### config.mk
export PLATFORM = sky130hd
export DESIGN_NAME = icu_top
export DESIGN_NICKNAME = d
export VERILOG_FILES = /design/src/rtl/icu_pkg.sv /design/src/rtl/icu_top.sv
export SDC_FILE = /design/constraint.sdc
export NUM_CORES = 1
export LEC_CHECK = 0
export ABC_AREA = 1
export BUFFER_PORTS_ARGS = -buffer_cell sky130_fd_sc_hd__buf_2
export CAP_MARGIN = 20
export CORE_MARGIN = 2
export CORE_UTILIZATION = 30
export CTS_BUF_LIST = sky130_fd_sc_hd__clkbuf_4 sky130_fd_sc_hd__clkbuf_8 sky130_fd_sc_hd__clkbuf_16
export DETAILED_ROUTE_END_ITERATION = 6
export PLACE_DENSITY = 0.43
export SLEW_MARGIN = 20
export SYNTH_ARGS = -nofsm -noshare
export SYNTH_HDL_FRONTEND = slang
export SYNTH_SLANG_ARGS = --single-unit
### constraint.sdc
create_clock -name clock -period 25.9 [get_ports clock]
set_clock_uncertainty 0.1 [all_clocks]
set_input_delay 5.18 -clock clock [delete_from_list [all_inputs] [get_ports clock]]
set_output_delay 5.18 -clock clock [all_outputs]
set_load 0.05 [all_outputs]
### src/rtl/icu_pkg.sv
/*
  Constants for the interrupt configuration and update logic.
  Assumes a single clock domain and a small fixed set of interrupt sources.
*/
package icu_pkg;
  localparam int NUM_IRQ         = 8;
  localparam int ID_W            = 10;
  localparam int PRIO_W          = 8;
  localparam int NUM_CPU         = 2;
  localparam logic [ID_W-1:0]   SPURIOUS_ID     = 10'h3ff;
  localparam logic [PRIO_W-1:0] PRIO_SILENT     = 8'hff;
  localparam logic [PRIO_W-1:0] PRIO_RESET      = 8'h00;
  localparam logic [NUM_CPU-1:0] TARGET_RESET   = 2'h0;
  localparam logic [PRIO_W-1:0] PMASK_RESET     = 8'h00;
  localparam logic [NUM_IRQ-1:0] PERM_ENABLED   = 8'h01;
  // Field selectors of the configuration write port
  localparam logic [2:0] CMD_NONE     = 3'h0;
  localparam logic [2:0] CMD_PRIO     = 3'h1;
  localparam logic [2:0] CMD_TARGET   = 3'h2;
  localparam logic [2:0] CMD_SET_EN   = 3'h3;
  localparam logic [2:0] CMD_CLR_EN   = 3'h4;
  localparam logic [2:0] CMD_SET_PEND = 3'h5;
  localparam logic [2:0] CMD_CLR_PEND = 3'h6;
  localparam logic [2:0] CMD_GROUP    = 3'h7;
endpackage

### src/rtl/icu_top.sv
/*
  Interrupt configuration and update logic: per-interrupt priority, targets,
  enable, pending, active and security group, plus per-CPU signalling and
  acknowledge. Assumes synchronous inputs and one-cycle command strobes.
  An acknowledge answer, ack_valid with ack_id, stands two clocks after its strobe.
*/
`timescale 1ns/10ps

// Function
// - Priority writes change one interrupt's byte only.
// - Non-secure priority writes affect non-secure interrupts only.
// - Highest pending choice recomputed whenever priorities change.
// - Target writes change one interrupt's byte only.
// - Non-secure target writes affect non-secure interrupts only.
// - Clear-enable disables, active state untouched; here fixed-enable source 0 stays enabled.
// - Disabled interrupts still go pending but are not forwarded.
// - Already-acknowledged interrupt stays active until completed.
// - Clear-pending removes pending; level source must be low first; here sources are edge-only and clear works with the line high.
// - Priority 0xff never signals.
// - Only secure writes change the security group.
// - Set and clear pending reads both give pending state.
// - Active bits read back current active state.
// - Set-enable enables forwarding to targets.
// - Acknowledge returns spurious when nothing pending, else acknowledges.
// - Secure acks see secure, non-secure acks see non-secure interrupts.
// - Writing zero to CPU interface enable stops signalling.
// - Smaller priority value means higher priority.
// - Priority at or below the mask is never signalled.
module icu_top
  import icu_pkg::*;
(
  // Clock and reset
  input  wire logic                clock,
  input  wire logic                rst_n,
  // Configuration write port
  input  wire logic                cfg_wr,
  input  wire logic [2:0]          cfg_cmd,
  input  wire logic                cfg_secure,
  input  wire logic [2:0]          cfg_irq,
  input  wire logic [PRIO_W-1:0]   cfg_data,
  // Peripheral lines
  input  wire logic [NUM_IRQ-1:0]  irq_line,
  // CPU interface control and handshake
  input  wire logic [NUM_CPU-1:0]  cpu_if_enable,
  input  wire logic [NUM_CPU-1:0]  cpu_if_enable_wr,
  input  wire logic [PRIO_W-1:0]   pmask_data,
  input  wire logic [NUM_CPU-1:0]  pmask_wr,
  input  wire logic [NUM_CPU-1:0]  ack_rd,
  input  wire logic [NUM_CPU-1:0]  ack_secure,
  input  wire logic [NUM_CPU-1:0]  eoi_wr,
  input  wire logic [2:0]          eoi_irq,
  // Status read-back
  output logic [NUM_IRQ-1:0]       set_enable_bits,
  output logic [NUM_IRQ-1:0]       set_pending_bits,
  output logic [NUM_IRQ-1:0]       clear_pending_bits,
  output logic [NUM_IRQ-1:0]       active_state_bits,
  output logic [NUM_IRQ-1:0]       security_group_bits,
  output logic [NUM_IRQ*PRIO_W-1:0] interrupt_priority_bytes,
  output logic [NUM_IRQ*NUM_CPU-1:0] cpu_target_bytes,
  // Per-CPU results
  output logic [NUM_CPU-1:0]       irq_out,
  output logic [NUM_CPU*ID_W-1:0]  ack_id,
  output logic [NUM_CPU-1:0]       ack_valid
);

  // Per-interrupt and per-CPU state; enable, pending, active, group, prio, target, cpu_en and pmask beside their next_ values
  logic                rst_meta;
  logic                rst_sync_n;
  logic [NUM_IRQ-1:0]  enable, next_enable;
  logic [NUM_IRQ-1:0]  pending, next_pending;
  logic [NUM_IRQ-1:0]  active, next_active;
  logic [NUM_IRQ-1:0]  group_ns, next_group_ns; // 1 = non-secure
  logic [PRIO_W-1:0]   prio [NUM_IRQ];
  logic [PRIO_W-1:0]   next_prio [NUM_IRQ];
  logic [NUM_CPU-1:0]  target [NUM_IRQ];
  logic [NUM_CPU-1:0]  next_target [NUM_IRQ];
  logic [NUM_CPU-1:0]  cpu_en, next_cpu_en;
  logic [PRIO_W-1:0]   pmask [NUM_CPU];
  logic [PRIO_W-1:0]   next_pmask [NUM_CPU];
  logic [NUM_IRQ-1:0]  irq_line_q;
  logic [NUM_CPU-1:0]  next_irq_out;
  logic [ID_W-1:0]     next_ack_id [NUM_CPU];
  logic [NUM_CPU-1:0]  next_ack_valid;
  logic [NUM_CPU-1:0]  ack_valid_r;     // Held back one clock to meet ack_id
  logic [ID_W-1:0]     ack_id_r [NUM_CPU];
  logic                cfg_allowed;
  logic [NUM_IRQ-1:0]  line_rise;

  // Only rising edges pend; a line held high pends once until it drops
  assign line_rise = irq_line & ~irq_line_q;

  // Assert at once, release on the clock so no flop sees a half-gone reset
  // Reset release through two flops; the first takes a constant, the second copies the first
  always_ff @(posedge clock or negedge rst_n) begin
    if (!rst_n) begin
      rst_meta   <= 1'b0;
      rst_sync_n <= 1'b0;
    end else begin
      rst_meta   <= 1'b1;
      rst_sync_n <= rst_meta;
    end
  end

  // Equal priorities: the lower index wins, the compare is strict
  // Best candidate for one CPU within one security group
  // smaller wins
  function automatic logic [3:0] pick_best(input logic [NUM_IRQ-1:0] cand,
                                           input logic [PRIO_W-1:0] pr [NUM_IRQ],
                                           input logic [PRIO_W-1:0] mask);
    logic [3:0]        best;
    logic [PRIO_W-1:0] best_p;
    best   = 4'h8;
    best_p = mask;
    for (int i = 0; i < NUM_IRQ; i++) begin
      // strictly above mask, 0xff never wins
      if (cand[i] && pr[i] < best_p && pr[i] != PRIO_SILENT) begin
        best   = 4'(i);
        best_p = pr[i];
      end
    end
    return best;
  endfunction

  // Marker for no winner is one past the last index
  function automatic logic no_pick(input logic [3:0] idx);
    return idx == 4'h8;
  endfunction

  // Configuration and interrupt state update
  always_comb begin
    next_enable   = enable;
    next_pending  = pending;
    next_active   = active;
    next_group_ns = group_ns;
    next_cpu_en   = cpu_en;
    for (int i = 0; i < NUM_IRQ; i++) begin
      next_prio[i]   = prio[i];
      next_target[i] = target[i];
    end
    for (int c = 0; c < NUM_CPU; c++) begin
      next_pmask[c] = pmask_wr[c] ? pmask_data : pmask[c];
    end
    // Completion ends the active state
    for (int c = 0; c < NUM_CPU; c++) begin
      if (eoi_wr[c]) next_active[eoi_irq] = 1'b0;
    end
    // Acknowledge moves the chosen interrupt to active; spurious reads change nothing
    for (int c = 0; c < NUM_CPU; c++) begin
      if (ack_rd[c] && next_ack_id[c] != SPURIOUS_ID) begin
        next_pending[next_ack_id[c][2:0]] = 1'b0;
        next_active[next_ack_id[c][2:0]]  = 1'b1;
      end
    end
    // A new edge beats an acknowledge in the same cycle
    next_pending = next_pending | line_rise;
    cfg_allowed = cfg_secure || group_ns[cfg_irq];
    // Refused writes vanish silently; nothing flags them
    if (cfg_wr && cfg_allowed) begin
      case (cfg_cmd)
        CMD_PRIO:     next_prio[cfg_irq] = cfg_data;
        CMD_TARGET:   next_target[cfg_irq] = cfg_data[NUM_CPU-1:0];
        CMD_SET_EN:   next_enable[cfg_irq] = 1'b1;
        CMD_CLR_EN:   next_enable[cfg_irq] = PERM_ENABLED[cfg_irq];
        CMD_SET_PEND: next_pending[cfg_irq] = 1'b1;
        // remove pending unless new edge same cycle
        CMD_CLR_PEND: next_pending[cfg_irq] = irq_line[cfg_irq] & ~irq_line_q[cfg_irq];
        CMD_GROUP:    if (cfg_secure) next_group_ns[cfg_irq] = cfg_data[0];
        default:      ;
      endcase
    end
    for (int c = 0; c < NUM_CPU; c++) begin
      if (cpu_if_enable_wr[c]) next_cpu_en[c] = cpu_if_enable[c];
    end
    // Fixed-enable sources cannot be turned off by any path
    next_enable = next_enable | PERM_ENABLED;
  end

  // Per-CPU signalling and acknowledge
  always_comb begin
    logic [NUM_IRQ-1:0] cand;
    logic [NUM_IRQ-1:0] grp;
    logic [3:0]         best;
    logic [3:0]         best_s;
    logic [3:0]         best_n;
    cand = '0;
    grp  = '0;
    best = 4'h8;
    best_s = 4'h8;
    best_n = 4'h8;
    next_irq_out   = '0;
    next_ack_valid = '0;
    // Both CPUs may win the same interrupt in one cycle; both then see it
    for (int c = 0; c < NUM_CPU; c++) begin
      next_ack_id[c] = ack_id_r[c];
      // only enabled, idle, targeted interrupts forwarded
      for (int i = 0; i < NUM_IRQ; i++) begin
        cand[i] = pending[i] && enable[i] && !active[i] && target[i][c];
      end
      // A new priority on an active interrupt is taken at once; the interrupt rejoins the choice when it completes
      // re-evaluated every cycle from live priorities
      best_s = pick_best(cand & ~group_ns, prio, pmask[c]);
      best_n = pick_best(cand & group_ns, prio, pmask[c]);
      next_irq_out[c] = cpu_en[c] && (!no_pick(best_s) || !no_pick(best_n));
      if (ack_rd[c]) begin
        next_ack_valid[c] = 1'b1;
        // security of the read picks the group
        grp  = ack_secure[c] ? ~group_ns : group_ns;
        best = ack_secure[c] ? best_s : best_n;
        if (!cpu_en[c] || no_pick(best) || grp == '0) begin
          next_ack_id[c] = SPURIOUS_ID;
        end else begin
          next_ack_id[c] = ID_W'(best);
        end
      end
    end
  end

  // Register all state
  always_ff @(posedge clock or negedge rst_sync_n) begin
    if (!rst_sync_n) begin
      enable     <= PERM_ENABLED;
      pending    <= '0;
      active     <= '0;
      group_ns   <= '0;
      cpu_en     <= '0;
      irq_line_q <= '0;
      irq_out    <= '0;
      ack_valid_r <= '0;
      for (int i = 0; i < NUM_IRQ; i++) begin
        prio[i]   <= PRIO_RESET;
        target[i] <= TARGET_RESET;
      end
      for (int c = 0; c < NUM_CPU; c++) begin
        pmask[c]    <= PMASK_RESET;
        ack_id_r[c] <= SPURIOUS_ID;
      end
    end else begin
      enable     <= next_enable;
      pending    <= next_pending;
      active     <= next_active;
      group_ns   <= next_group_ns;
      cpu_en     <= next_cpu_en;
      irq_line_q <= irq_line;
      irq_out    <= next_irq_out;
      ack_valid_r <= next_ack_valid;
      for (int i = 0; i < NUM_IRQ; i++) begin
        prio[i]   <= next_prio[i];
        target[i] <= next_target[i];
      end
      for (int c = 0; c < NUM_CPU; c++) begin
        pmask[c]    <= next_pmask[c];
        ack_id_r[c] <= next_ack_id[c];
      end
    end
  end

  // Read-back lags the state by one clock; pollers see it a cycle late
  // Read-back flops; both pending views, active
  always_ff @(posedge clock or negedge rst_sync_n) begin
    if (!rst_sync_n) begin
      set_enable_bits          <= '0;
      set_pending_bits         <= '0;
      clear_pending_bits       <= '0;
      active_state_bits        <= '0;
      security_group_bits      <= '0;
      interrupt_priority_bytes <= '0;
      cpu_target_bytes         <= '0;
      ack_id                   <= '0;
      ack_valid                <= '0;
    end else begin
      set_enable_bits     <= enable;
      set_pending_bits    <= pending;
      clear_pending_bits  <= pending;
      active_state_bits   <= active;
      security_group_bits <= group_ns;
      for (int i = 0; i < NUM_IRQ; i++) begin
        interrupt_priority_bytes[i*PRIO_W +: PRIO_W] <= prio[i];
        cpu_target_bytes[i*NUM_CPU +: NUM_CPU]       <= target[i];
      end
      for (int c = 0; c < NUM_CPU; c++) begin
        ack_id[c*ID_W +: ID_W] <= ack_id_r[c];
      end
      ack_valid <= ack_valid_r;
    end
  end

endmodule

# After elaboration in Yosys (flattened, before gate mapping)
# Memory sizes are Yosys's and may differ from the RTL's.
# Index checks and enable logic that the tools add are counted.
[classes] n_lt_le_gt_ge=40 n_eq_ne=23 muxes=103 bitwise=22 n_reduce_logical=133
[ops] op="8-bit 2-to-1 mux" count=38
[ops] op="8-bit less-than comparator" count=30
[ops] op="4-bit 2-to-1 mux" count=34
[ops] op="1-bit logical AND" count=105
[ops] op="8-bit bitwise AND" count=9
[ops] op="64-bit bitwise mux" count=1
[ops] op="8-bit inequality test, second input constant" count=8
[ops] op="10-bit 2-to-1 mux" count=4
[ops] op="8-bit inverter" count=5
[ops] op="8-bit bitwise OR" count=5
[ops] op="8-bit one-hot mux with 2 select lines" count=2
[ops] op="8-bit bitwise mux" count=3
[ops] op="8-bit demux with 3-bit select" count=1
[ops] op="4-bit equality test, second input constant" count=6
[ops] op="10-bit inequality test, second input constant" count=2
[ops] op="16-bit bitwise mux" count=1
[ops] op="8-bit zero test" count=2
[ops] op="3-bit by 4-bit less-than comparator with 1-bit output, second input constant" count=4
[ops] op="1-bit zero test" count=14
[ops] op="1-bit demux with 3-bit select" count=4
[ops] op="3-bit equality test, second input constant" count=4
[ops] op="3-bit by 1-bit greater-or-equal comparator with 1-bit output, second input constant" count=4
[ops] op="1-bit 2-to-1 mux" count=10
[ops] op="1-bit binary-select mux with 3-bit select" count=3
[ops] op="other kinds (13)" count=22
[totals] reg_bits=297 rom_bits=8 output_inout_bits=144 memories=1
[memory_table] name="(no name shown)" words=8 word_bits=1 read_ports=1 rd_clocked_by_memory_dff=0 write_ports=0 line="icu_top.sv:163" source="CMD_CLR_EN: next_enable[cfg_irq] = PERM_ENABLED[cfg_irq];"

# Longest topological paths before layout
# Gate-level depths: netlist (run 1).
[logic_depth] ltp_word=54 ltp_mapped=86 ltp_nobuf=80

# Worst setup path after synthesis (run 1)
# OpenSTA, ideal clock, no wires.
[synth_timing] path_type="register to register" from="register prio[61] (netlist bit)" to="register pending[6]" t_arrival_ns=13.382 required_time_ns=25.723 slack_ns=12.341 path_stages_with_launch=64 path_buffers=8 path_cell_list="dfrtp_1 -> ha_1 -> a21oi_1 -> o21a_1 -> buf_2 -> nand3_4 -> clkbuf_1 -> o21ai_0 -> ha_1 -> a211o_1 -> nor3_1 -> nand2_4 -> clkbuf_1 -> o21ai_0 -> ha_1 -> nand2_1 -> nor2_1 -> nor2_1 -> [... 28 more ...] -> nor3_1 -> nand2_2 -> clkbuf_1 -> nand2_1 -> o21ai_0 -> ha_1 -> a211o_1 -> nor4_1 -> nand2_2 -> nand2_4 -> nand2_2 -> nand2_4 -> nand3_1 -> nand2_2 -> nor2_1 -> nand2_1 -> nand3_1 -> a21oi_1"
[synth_via] elab_chain_len=51 elab_cells_between_ends=192 cone_classes="order compare: 34; eq/ne: 5; mux: 75; bitwise: 6; reduce/logical: 72"
[synth_rtl] item="start, declared" line="icu_top.sv:73" source="logic [PRIO_W-1:0] prio [NUM_IRQ];"
[synth_rtl] item="start signal, assigned by index" line="icu_top.sv:247" source="prio[i] <= next_prio[i];"
[synth_rtl] item="8-bit less-than comparator" line="icu_top.sv:116" source="if (cand[i] && pr[i] < best_p && pr[i] != PRIO_SILENT) begin"
[synth_rtl] item="1-bit logical AND (2 in series)" line="icu_top.sv:116"
[synth_rtl] item="8-bit 2-to-1 mux" line="icu_top.sv:116"
[synth_rtl] item="8-bit less-than comparator" line="icu_top.sv:116"
[synth_rtl] item="1-bit logical AND (2 in series)" line="icu_top.sv:116"
[synth_rtl] item="8-bit 2-to-1 mux" line="icu_top.sv:116"
[synth_rtl] item="8-bit less-than comparator" line="icu_top.sv:116"
[synth_rtl] item="1-bit logical AND (2 in series)" line="icu_top.sv:116"
[synth_rtl] item="[... 33 more ...]"
[synth_rtl] item="8-bit 2-to-1 mux" line="icu_top.sv:149" source="if (ack_rd[c] && next_ack_id[c] != SPURIOUS_ID) begin"
[synth_rtl] item="8-bit bitwise AND (no line)"
[synth_rtl] item="8-bit 2-to-1 mux *" line="icu_top.sv:149"
[synth_rtl] item="8-bit bitwise OR *" line="icu_top.sv:155" source="next_pending = next_pending | line_rise;"
[synth_rtl] item="8-bit bitwise mux / 8-bit bitwise OR (equally long branches)"
[synth_rtl] item="8-bit one-hot mux with 2 select lines" line="icu_top.sv:159" source="case (cfg_cmd)"
[synth_rtl] item="8-bit 2-to-1 mux *" line="icu_top.sv:158" source="if (cfg_wr && cfg_allowed) begin"
[synth_rtl] item="via next_pending[6]" line="icu_top.sv:70" source="logic [NUM_IRQ-1:0] pending, next_pending;"
[synth_rtl] item="end signal, assigned" line="icu_top.sv:239" source="pending <= next_pending;"
[synth_rtl] item="end, declared" line="icu_top.sv:70"
# Mark *: on every way through the listed nets, which the timed path passes. The rest lies on a longest branch.
# A chain may end at the register's enable or synchronous reset.

==> flow_summary_export.csv, run 1 <==
group,metric,value,unit
place,dp_hpwl,55.38,mm
logic_synthesis,synth-edff-count,0,
sta,hold_viol,0,
sta,setup_tns,0,ns
clocking,htree_levels,2,
sta,min_period,14.41,ns
clocking,cts_tree,"yes",
clocking,path_clk_slew,0.06,ns
critical_path,r2r-end,"pending[3]",
route,firstDrtPassIters,5,
power_and_ir_drop,p_sw_frac,0.4224,
layout,instances_no_fill,3359,
critical_path,crit_slowest_cell,"o21ai_0",
critical_path,cp.required,26.29,ns
run_status,status,"finished clean",
place,place.gp.congestion,0.9109,
floorplanning,core_area,61370,µm²
sta,fmax,69.38,MHz
critical_path,r2r-start,"prio[63]",
min_path,worstHoldStart,"rst_meta",
clocking,clkLatencyLatePin,0.57,ns
floorplanning,start_util,0.3014,
critical_path,cp.arrival,14.81,ns
layout,drive_above_1_share,0.1522,
sta,rsz0062_at_grt,"false",
sta,period_share,0.5565,
floorplanning,ioPinCount,193,
global_route,antenna_found_initial,1,
clocking,cts_setup_buffers,0,
place,io_buffers,192,
critical_path,worst_path_largest_cell_delay,0.79,ns
clocking,cts_sinks,297,
power_and_ir_drop,p_int,0.001091,W
global_route,grt_pass1_vias,16380,
logic_synthesis,synth_warnings,0,
sta,setup_viol,0,
logic_synthesis,ys_seq_area_frac,0.4031,
power_and_ir_drop,ir_worst_vdd,0.00003833,V
critical_path,startpoint_type,"flop",
sta,worst_pin_slew,1.082,ns
critical_path,end_kind,"flop",
job,cap_violations,0,
global_route,grt_max_degree,169,
min_path,whs_path_depth,0,
place,pre_cts_ws,11.64,ns
layout,nets,2780,
critical_path,rrSetupSlack,11.49,ns
critical_path,reg2reg_depth,53,
min_path,min_path_type,"flop to flop",
sta,drv_slew,0,
power_and_ir_drop,combPwrFrac,0.368,
critical_path,path_class,"flop to flop",
power_and_ir_drop,p_switching,0.0007976,W
route,wirelength,71.32,mm
logic_synthesis,synthTopCellsByCount,"nand2_1 (699), dfrtp_1 (277), o21ai_0 (263)",
clocking,cts_hold_buf,0,
power_and_ir_drop,power_density,87.26,nW/µm²
logic_synthesis,synth_most_common_cell,"nand2_1",
route,via_per_inst,4.966,
logic_synthesis,synthesis.area,18500,µm²
logic_synthesis,synth_area_leader_cell,"dfrtp_1",
sta,slew_headroom,0.2760,
power_and_ir_drop,seqPwrFrac,0.333,
logic_synthesis,async_flop_share,1.000,
place,placedCellCount,3292,
route,drt_iter0_markers,1047,
route,wl_per_cell,21.23,µm
logic_synthesis,synth-seq-cells,297,
sta,layout_setup_ws,11.49,ns
logic_synthesis,synthTopCellsByArea,"dfrtp_1 (37%), nand2_1 (14%), ha_1 (13%), o21ai_0 (7.1%), nand3_1 (4.2%)",
global_route,gr-total-overflow,0,
clocking,cts_buffer_depth,3,
floorplanning,fp.dieH,252.3,µm
floorplanning,die-area,63670,µm²
logic_synthesis,synthCells,2353,
power_and_ir_drop,pwr-share-clk,0.299,
logic_synthesis,synth_top_cell_area_share,0.3747,
route,vias,16680,
route,drc,0,
global_route,grtUsageTotal,0.2247,
route,ant_nets,0,
clocking,cts_inserted_buffers,37,
power_and_ir_drop,leakagePower,11.10,nW
critical_path,cp_max_fo,18,
floorplanning,row_count,91,
layout,areaGrowthSynthToFinish,16.97,%
clocking,cts_resized,0,
floorplanning,die_x,252.3,µm
logic_synthesis,synth.avg_cell_area,7.862,µm²
clocking,clock_tree.root_cell,"clkbuf_16",
logic_synthesis,ys_types,49,
global_route,grt_pass1_wl,106.5,mm
min_path,min_to,"rst_sync_n",
logic_synthesis,ys_dominant_reg_cell,"dfrtp_1",
layout,diodes,0,
[per-stage QoR]
stage	power, W	hold slack, ns	utilization	area (µm²)
floorplan	0.001108	0.2312	-	18500
global placement	0.001324	0.2331	0.3309	20300
detailed placement	0.001334	0.2365	0.3309	20300
CTS	0.001909	0.2508	0.3525	21630
global route	0.002026	0.2670	0.3526	21640
finish	0.001888	0.2450	0.3526	21640
[per-layer routing]
layer / GRT usage / share of wire / up-vias
li1: - / - / 8230
met1: 0.2935 / 0.45 / 7964
met2: 0.3880 / 0.49 / 396
met3: 0.02544 / 0.037 / 90
met4: 0.07084 / 0.030 / 0
met5: 0 / 0 / -
[power by group through the flow]
stage / clock network (W) / logic (W) / registers, W
2_1_floorplan: 0 / 0.000391 / 0.000717
3_3_place_gp: 0 / 0.000685 / 0.000640
3_5_place_dp: 0 / 0.000696 / 0.000638
4_1_cts: 0.000580 / 0.000698 / 0.000631
5_1_grt: 0.000600 / 0.000788 / 0.000639
6_report: 0.000565 / 0.000695 / 0.000628
[area by class of cell]
| cell class | count | area (µm²) |
|---|---|---|
| clock buffers | 50 | 1085 |
| clock inverters | 17 | 244.0 |
| fillers | 6395 | 39730 |
| inverters | 208 | 780.7 |
| multi-input cells | 1796 | 10040 |
| flip-flops and latches | 297 | 7461 |
| well taps | 790 | 988.4 |
| repair buffers | 201 | 1041 |
[layout by cell type, fill, tap and decap left out, types with 11 or more instances in the layout]
cell and n:
nand3_1 156, nand2_1 699, dfrtp_1 276, mux2_2 35
nor3_1 35, nand4_1 38, clkbuf_16 38, nor2_1 155
nor4_1 11, o21a_1 12, inv_1 198, o21ai_0 263
nand2_4 16, buf_2 192, a21oi_1 75, dfstp_2 20
ha_1 190, nand2_2 37
[kinds of logic (layout without fill, tap and decap cells)]
family	count (synthesis)	count (layout)	synth area share
adder cells (fa/ha/maj)	190	190	0.1285
other	1	2	0.0002027
flip-flops	297	297	0.4031
buffers and inverters	261	476	0.05485
multiplexers	37	37	0.02239
AND/OR/NAND/NOR	1165	1165	0.2710
AO/OA/AOI/OAI	402	402	0.1199
[registers in the layout, indices dropped and copies added (netlist names), 7 cells and up]
signal / cells
security_group_bits: 8
target: 16
interrupt_priority_bytes: 64
set_enable_bits: 8
pmask: 16
cpu_target_bytes: 16
ack_id: 20
active: 8
prio: 64
clear_pending_bits: 8
pending: 8
enable: 7
active_state_bits: 8
group_ns: 8
ack_id_r: 20
irq_line_q: 8
[how the worst max path moves through the flow]
stage,end,slack [ns],from,cells past startpoint
final,pending[3],11.49,prio[63],53
after global routing,pending[2],10.39,prio[63],55
after CTS,pending[3],11.61,prio[63],53
after detailed placement,pending[3],11.64,prio[63],52
after global placement,pending[6],11.72,prio[63],54
after floorplan,pending[6],12.34,prio[61],63
[critical path, delay by kind of cell, from the launching register on]
family                   cells  cell delay (ns)
AO/OA/AOI/OAI               17             4.78
flip-flops                   1             0.50
AND/OR/NAND/NOR             28             6.26
adder cells (fa/ha/maj)      8             2.69
No activity file was read; power rests on OpenSTA's default activity.
==> run 2: changes to the inputs <==
Clock period 25.9 ns to 14.2 ns, I/O delays scaled along.
==> run 2 against run 1 <==
  * Non-clock buffer count increased by 31
  * Critical path depth increased by 5
  * Clock power increased by 81%
  * First-iteration DRC count increased by 9.3%
  * Global-route usage increased by 0.069 points
  * Flip-flop and latch count unchanged
  * Clock-buffer cell count decreased by 1
  * Critical endpoint is now pending[7]
  * Largest power group unchanged
==> flow_summary_export.csv, run 2 (same netlist as run 1, synthesis figures left out) <==
group,metric,value,unit
run_status,status,"finished clean",
critical_path,cp.arrival,13.40,ns
floorplanning,die-area,63670,µm²
route,vias,16890,
clocking,cts_tree,"yes",
route,wirelength,71.35,mm
critical_path,cp.required,14.58,ns
global_route,grt_max_degree,172,
floorplanning,ioPinCount,193,
sta,setup_viol,0,
floorplanning,core_area,61370,µm²
route,drt_iter0_markers,1144,
floorplanning,start_util,0.3014,
critical_path,startpoint_type,"flop",
critical_path,worst_path_largest_cell_delay,0.60,ns
sta,rsz0062_at_grt,"false",
clocking,cts_resized,0,
floorplanning,row_count,91,
layout,nets,2811,
global_route,antenna_found_initial,3,
clocking,cts_hold_buf,0,
clocking,cts_inserted_buffers,37,
place,postPlaceCellArea,20540,µm²
floorplanning,die_x,252.3,µm
sta,hold_viol,0,
global_route,grt_pass1_vias,16650,
layout,final_area,21890,µm²
clocking,path_clk_slew,0.06,ns
power_and_ir_drop,totalPowerFinal,0.003460,W
route,drc,0,
sta,layout_setup_ws,1.177,ns
global_route,grtUsageTotal,0.2254,
layout,final_common_cell,"nand2_1",
route,via_per_inst,4.978,
critical_path,end_kind,"flop",
layout,reg_top3,"interrupt_priority_bytes x64, prio x64",
critical_path,crit_slowest_cell,"dfrtp_1",
place,place.gp.congestion,0.9339,
critical_path,cp_top_family,"simple AND/OR/NAND/NOR gates",
sta,drv_slew,0,
critical_path,cp_max_fo,16,
sta,slew_headroom,0.2644,
route,firstDrtPassIters,6,
global_route,grt_pass1_wl,106.8,mm
layout,final_cell_mix,"nand2_1 (698), dfrtp_1 (276), o21ai_0 (254), inv_1 (198), buf_2 (192)",
critical_path,crit_buf_inv,4,
place,pre_cts_ws,0.5293,ns
clocking,cts_setup_buffers,0,
clocking,cts_buffer_depth,3,
sta,min_period,13.02,ns
critical_path,path_common_cell,"nand2_1",
clocking,clkLatencyLatePin,0.58,ns
route,ant_nets,0,
global_route,gr-total-overflow,0,
job,cap_violations,0,
power_and_ir_drop,leakagePower,11.24,nW
clocking,clock_tree.root_cell,"clkbuf_16",
route,wl_per_cell,21.03,µm
sta,period_share,0.9171,
place,io_buffers,192,
power_and_ir_drop,ir_worst_vdd,0.00007945,V
sta,fmax,76.79,MHz
min_path,min_path_type,"flop to flop",
clocking,htree_levels,2,
floorplanning,fp.dieH,252.3,µm
power_and_ir_drop,power_density,158.1,nW/µm²
layout,drive_above_1_share,0.1646,
sta,setup_tns,0,ns
place,dp_hpwl,54.80,mm
critical_path,path_class,"flop to flop",
clocking,cts_sinks,297,
layout,areaGrowthSynthToFinish,18.31,%
sta,worst_pin_slew,1.099,ns
## run 2: worst register-to-register path: cells and delay by family, from the launching register on
kind                       cells  cell delay [ns]
and+or+nand+nor               30             5.39
DFF                            1             0.60
adders and majority gates      8             2.32
buffers and inverters          4             0.65
AOI/OAI and AO/OA             16             3.87
## run 2: path summary, 6_finish.rpt
path	to	start	slack, ns	cells past startpoint
worst min register to register	rst_sync_n	rst_meta	0.25	0
worst min-delay path	rst_sync_n	rst_meta	0.25	0
worst max-delay path	pending[7]	prio[61]	1.18	58
min in group asynchronous	security_group_bits[0]	rst_sync_n	0.34	0
max in group asynchronous	rst_sync_n	rst_n	11.95	1
worst max register to register	pending[7]	prio[61]	1.18	58
## run 2: final cells by class
cell class              count  area (µm²)
well taps                 790       988.4
clock buffers              49        1071
flip-flops and latches    297        7461
repair buffers            232        1274
inverters                 208       780.7
multi-input cells        1796       10070
diodes                      2       5.005
fillers                  6434       39480
clock inverters            19       239.0
## run 2: where the power goes
group          total [W]  internal, W  switching (W)
clock            0.00102     0.000610       0.000407
combinational    0.00130     0.000398       0.000897
sequential       0.00115     0.000978       0.000169
## run 2: through the flow
stage / util / cells / hold WS, ns
floorplan: - / 2354 / 0.2312
global placement: 0.3346 / 3323 / 0.2319
detailed placement: 0.3346 / 3323 / 0.2418
CTS: 0.3560 / 3391 / 0.2571
global route: 0.3565 / 3391 / 0.2632
finish: 0.3566 / 3393 / 0.2536
## run 2: per-layer routing
metal,share of wire,track usage,vias to the layer above
met5,0.00022,0,-
met4,0.045,0.09839,2
met3,0.041,0.03100,137
met2,0.46,0.3729,440
met1,0.45,0.2939,8005
li1,-,-,8308
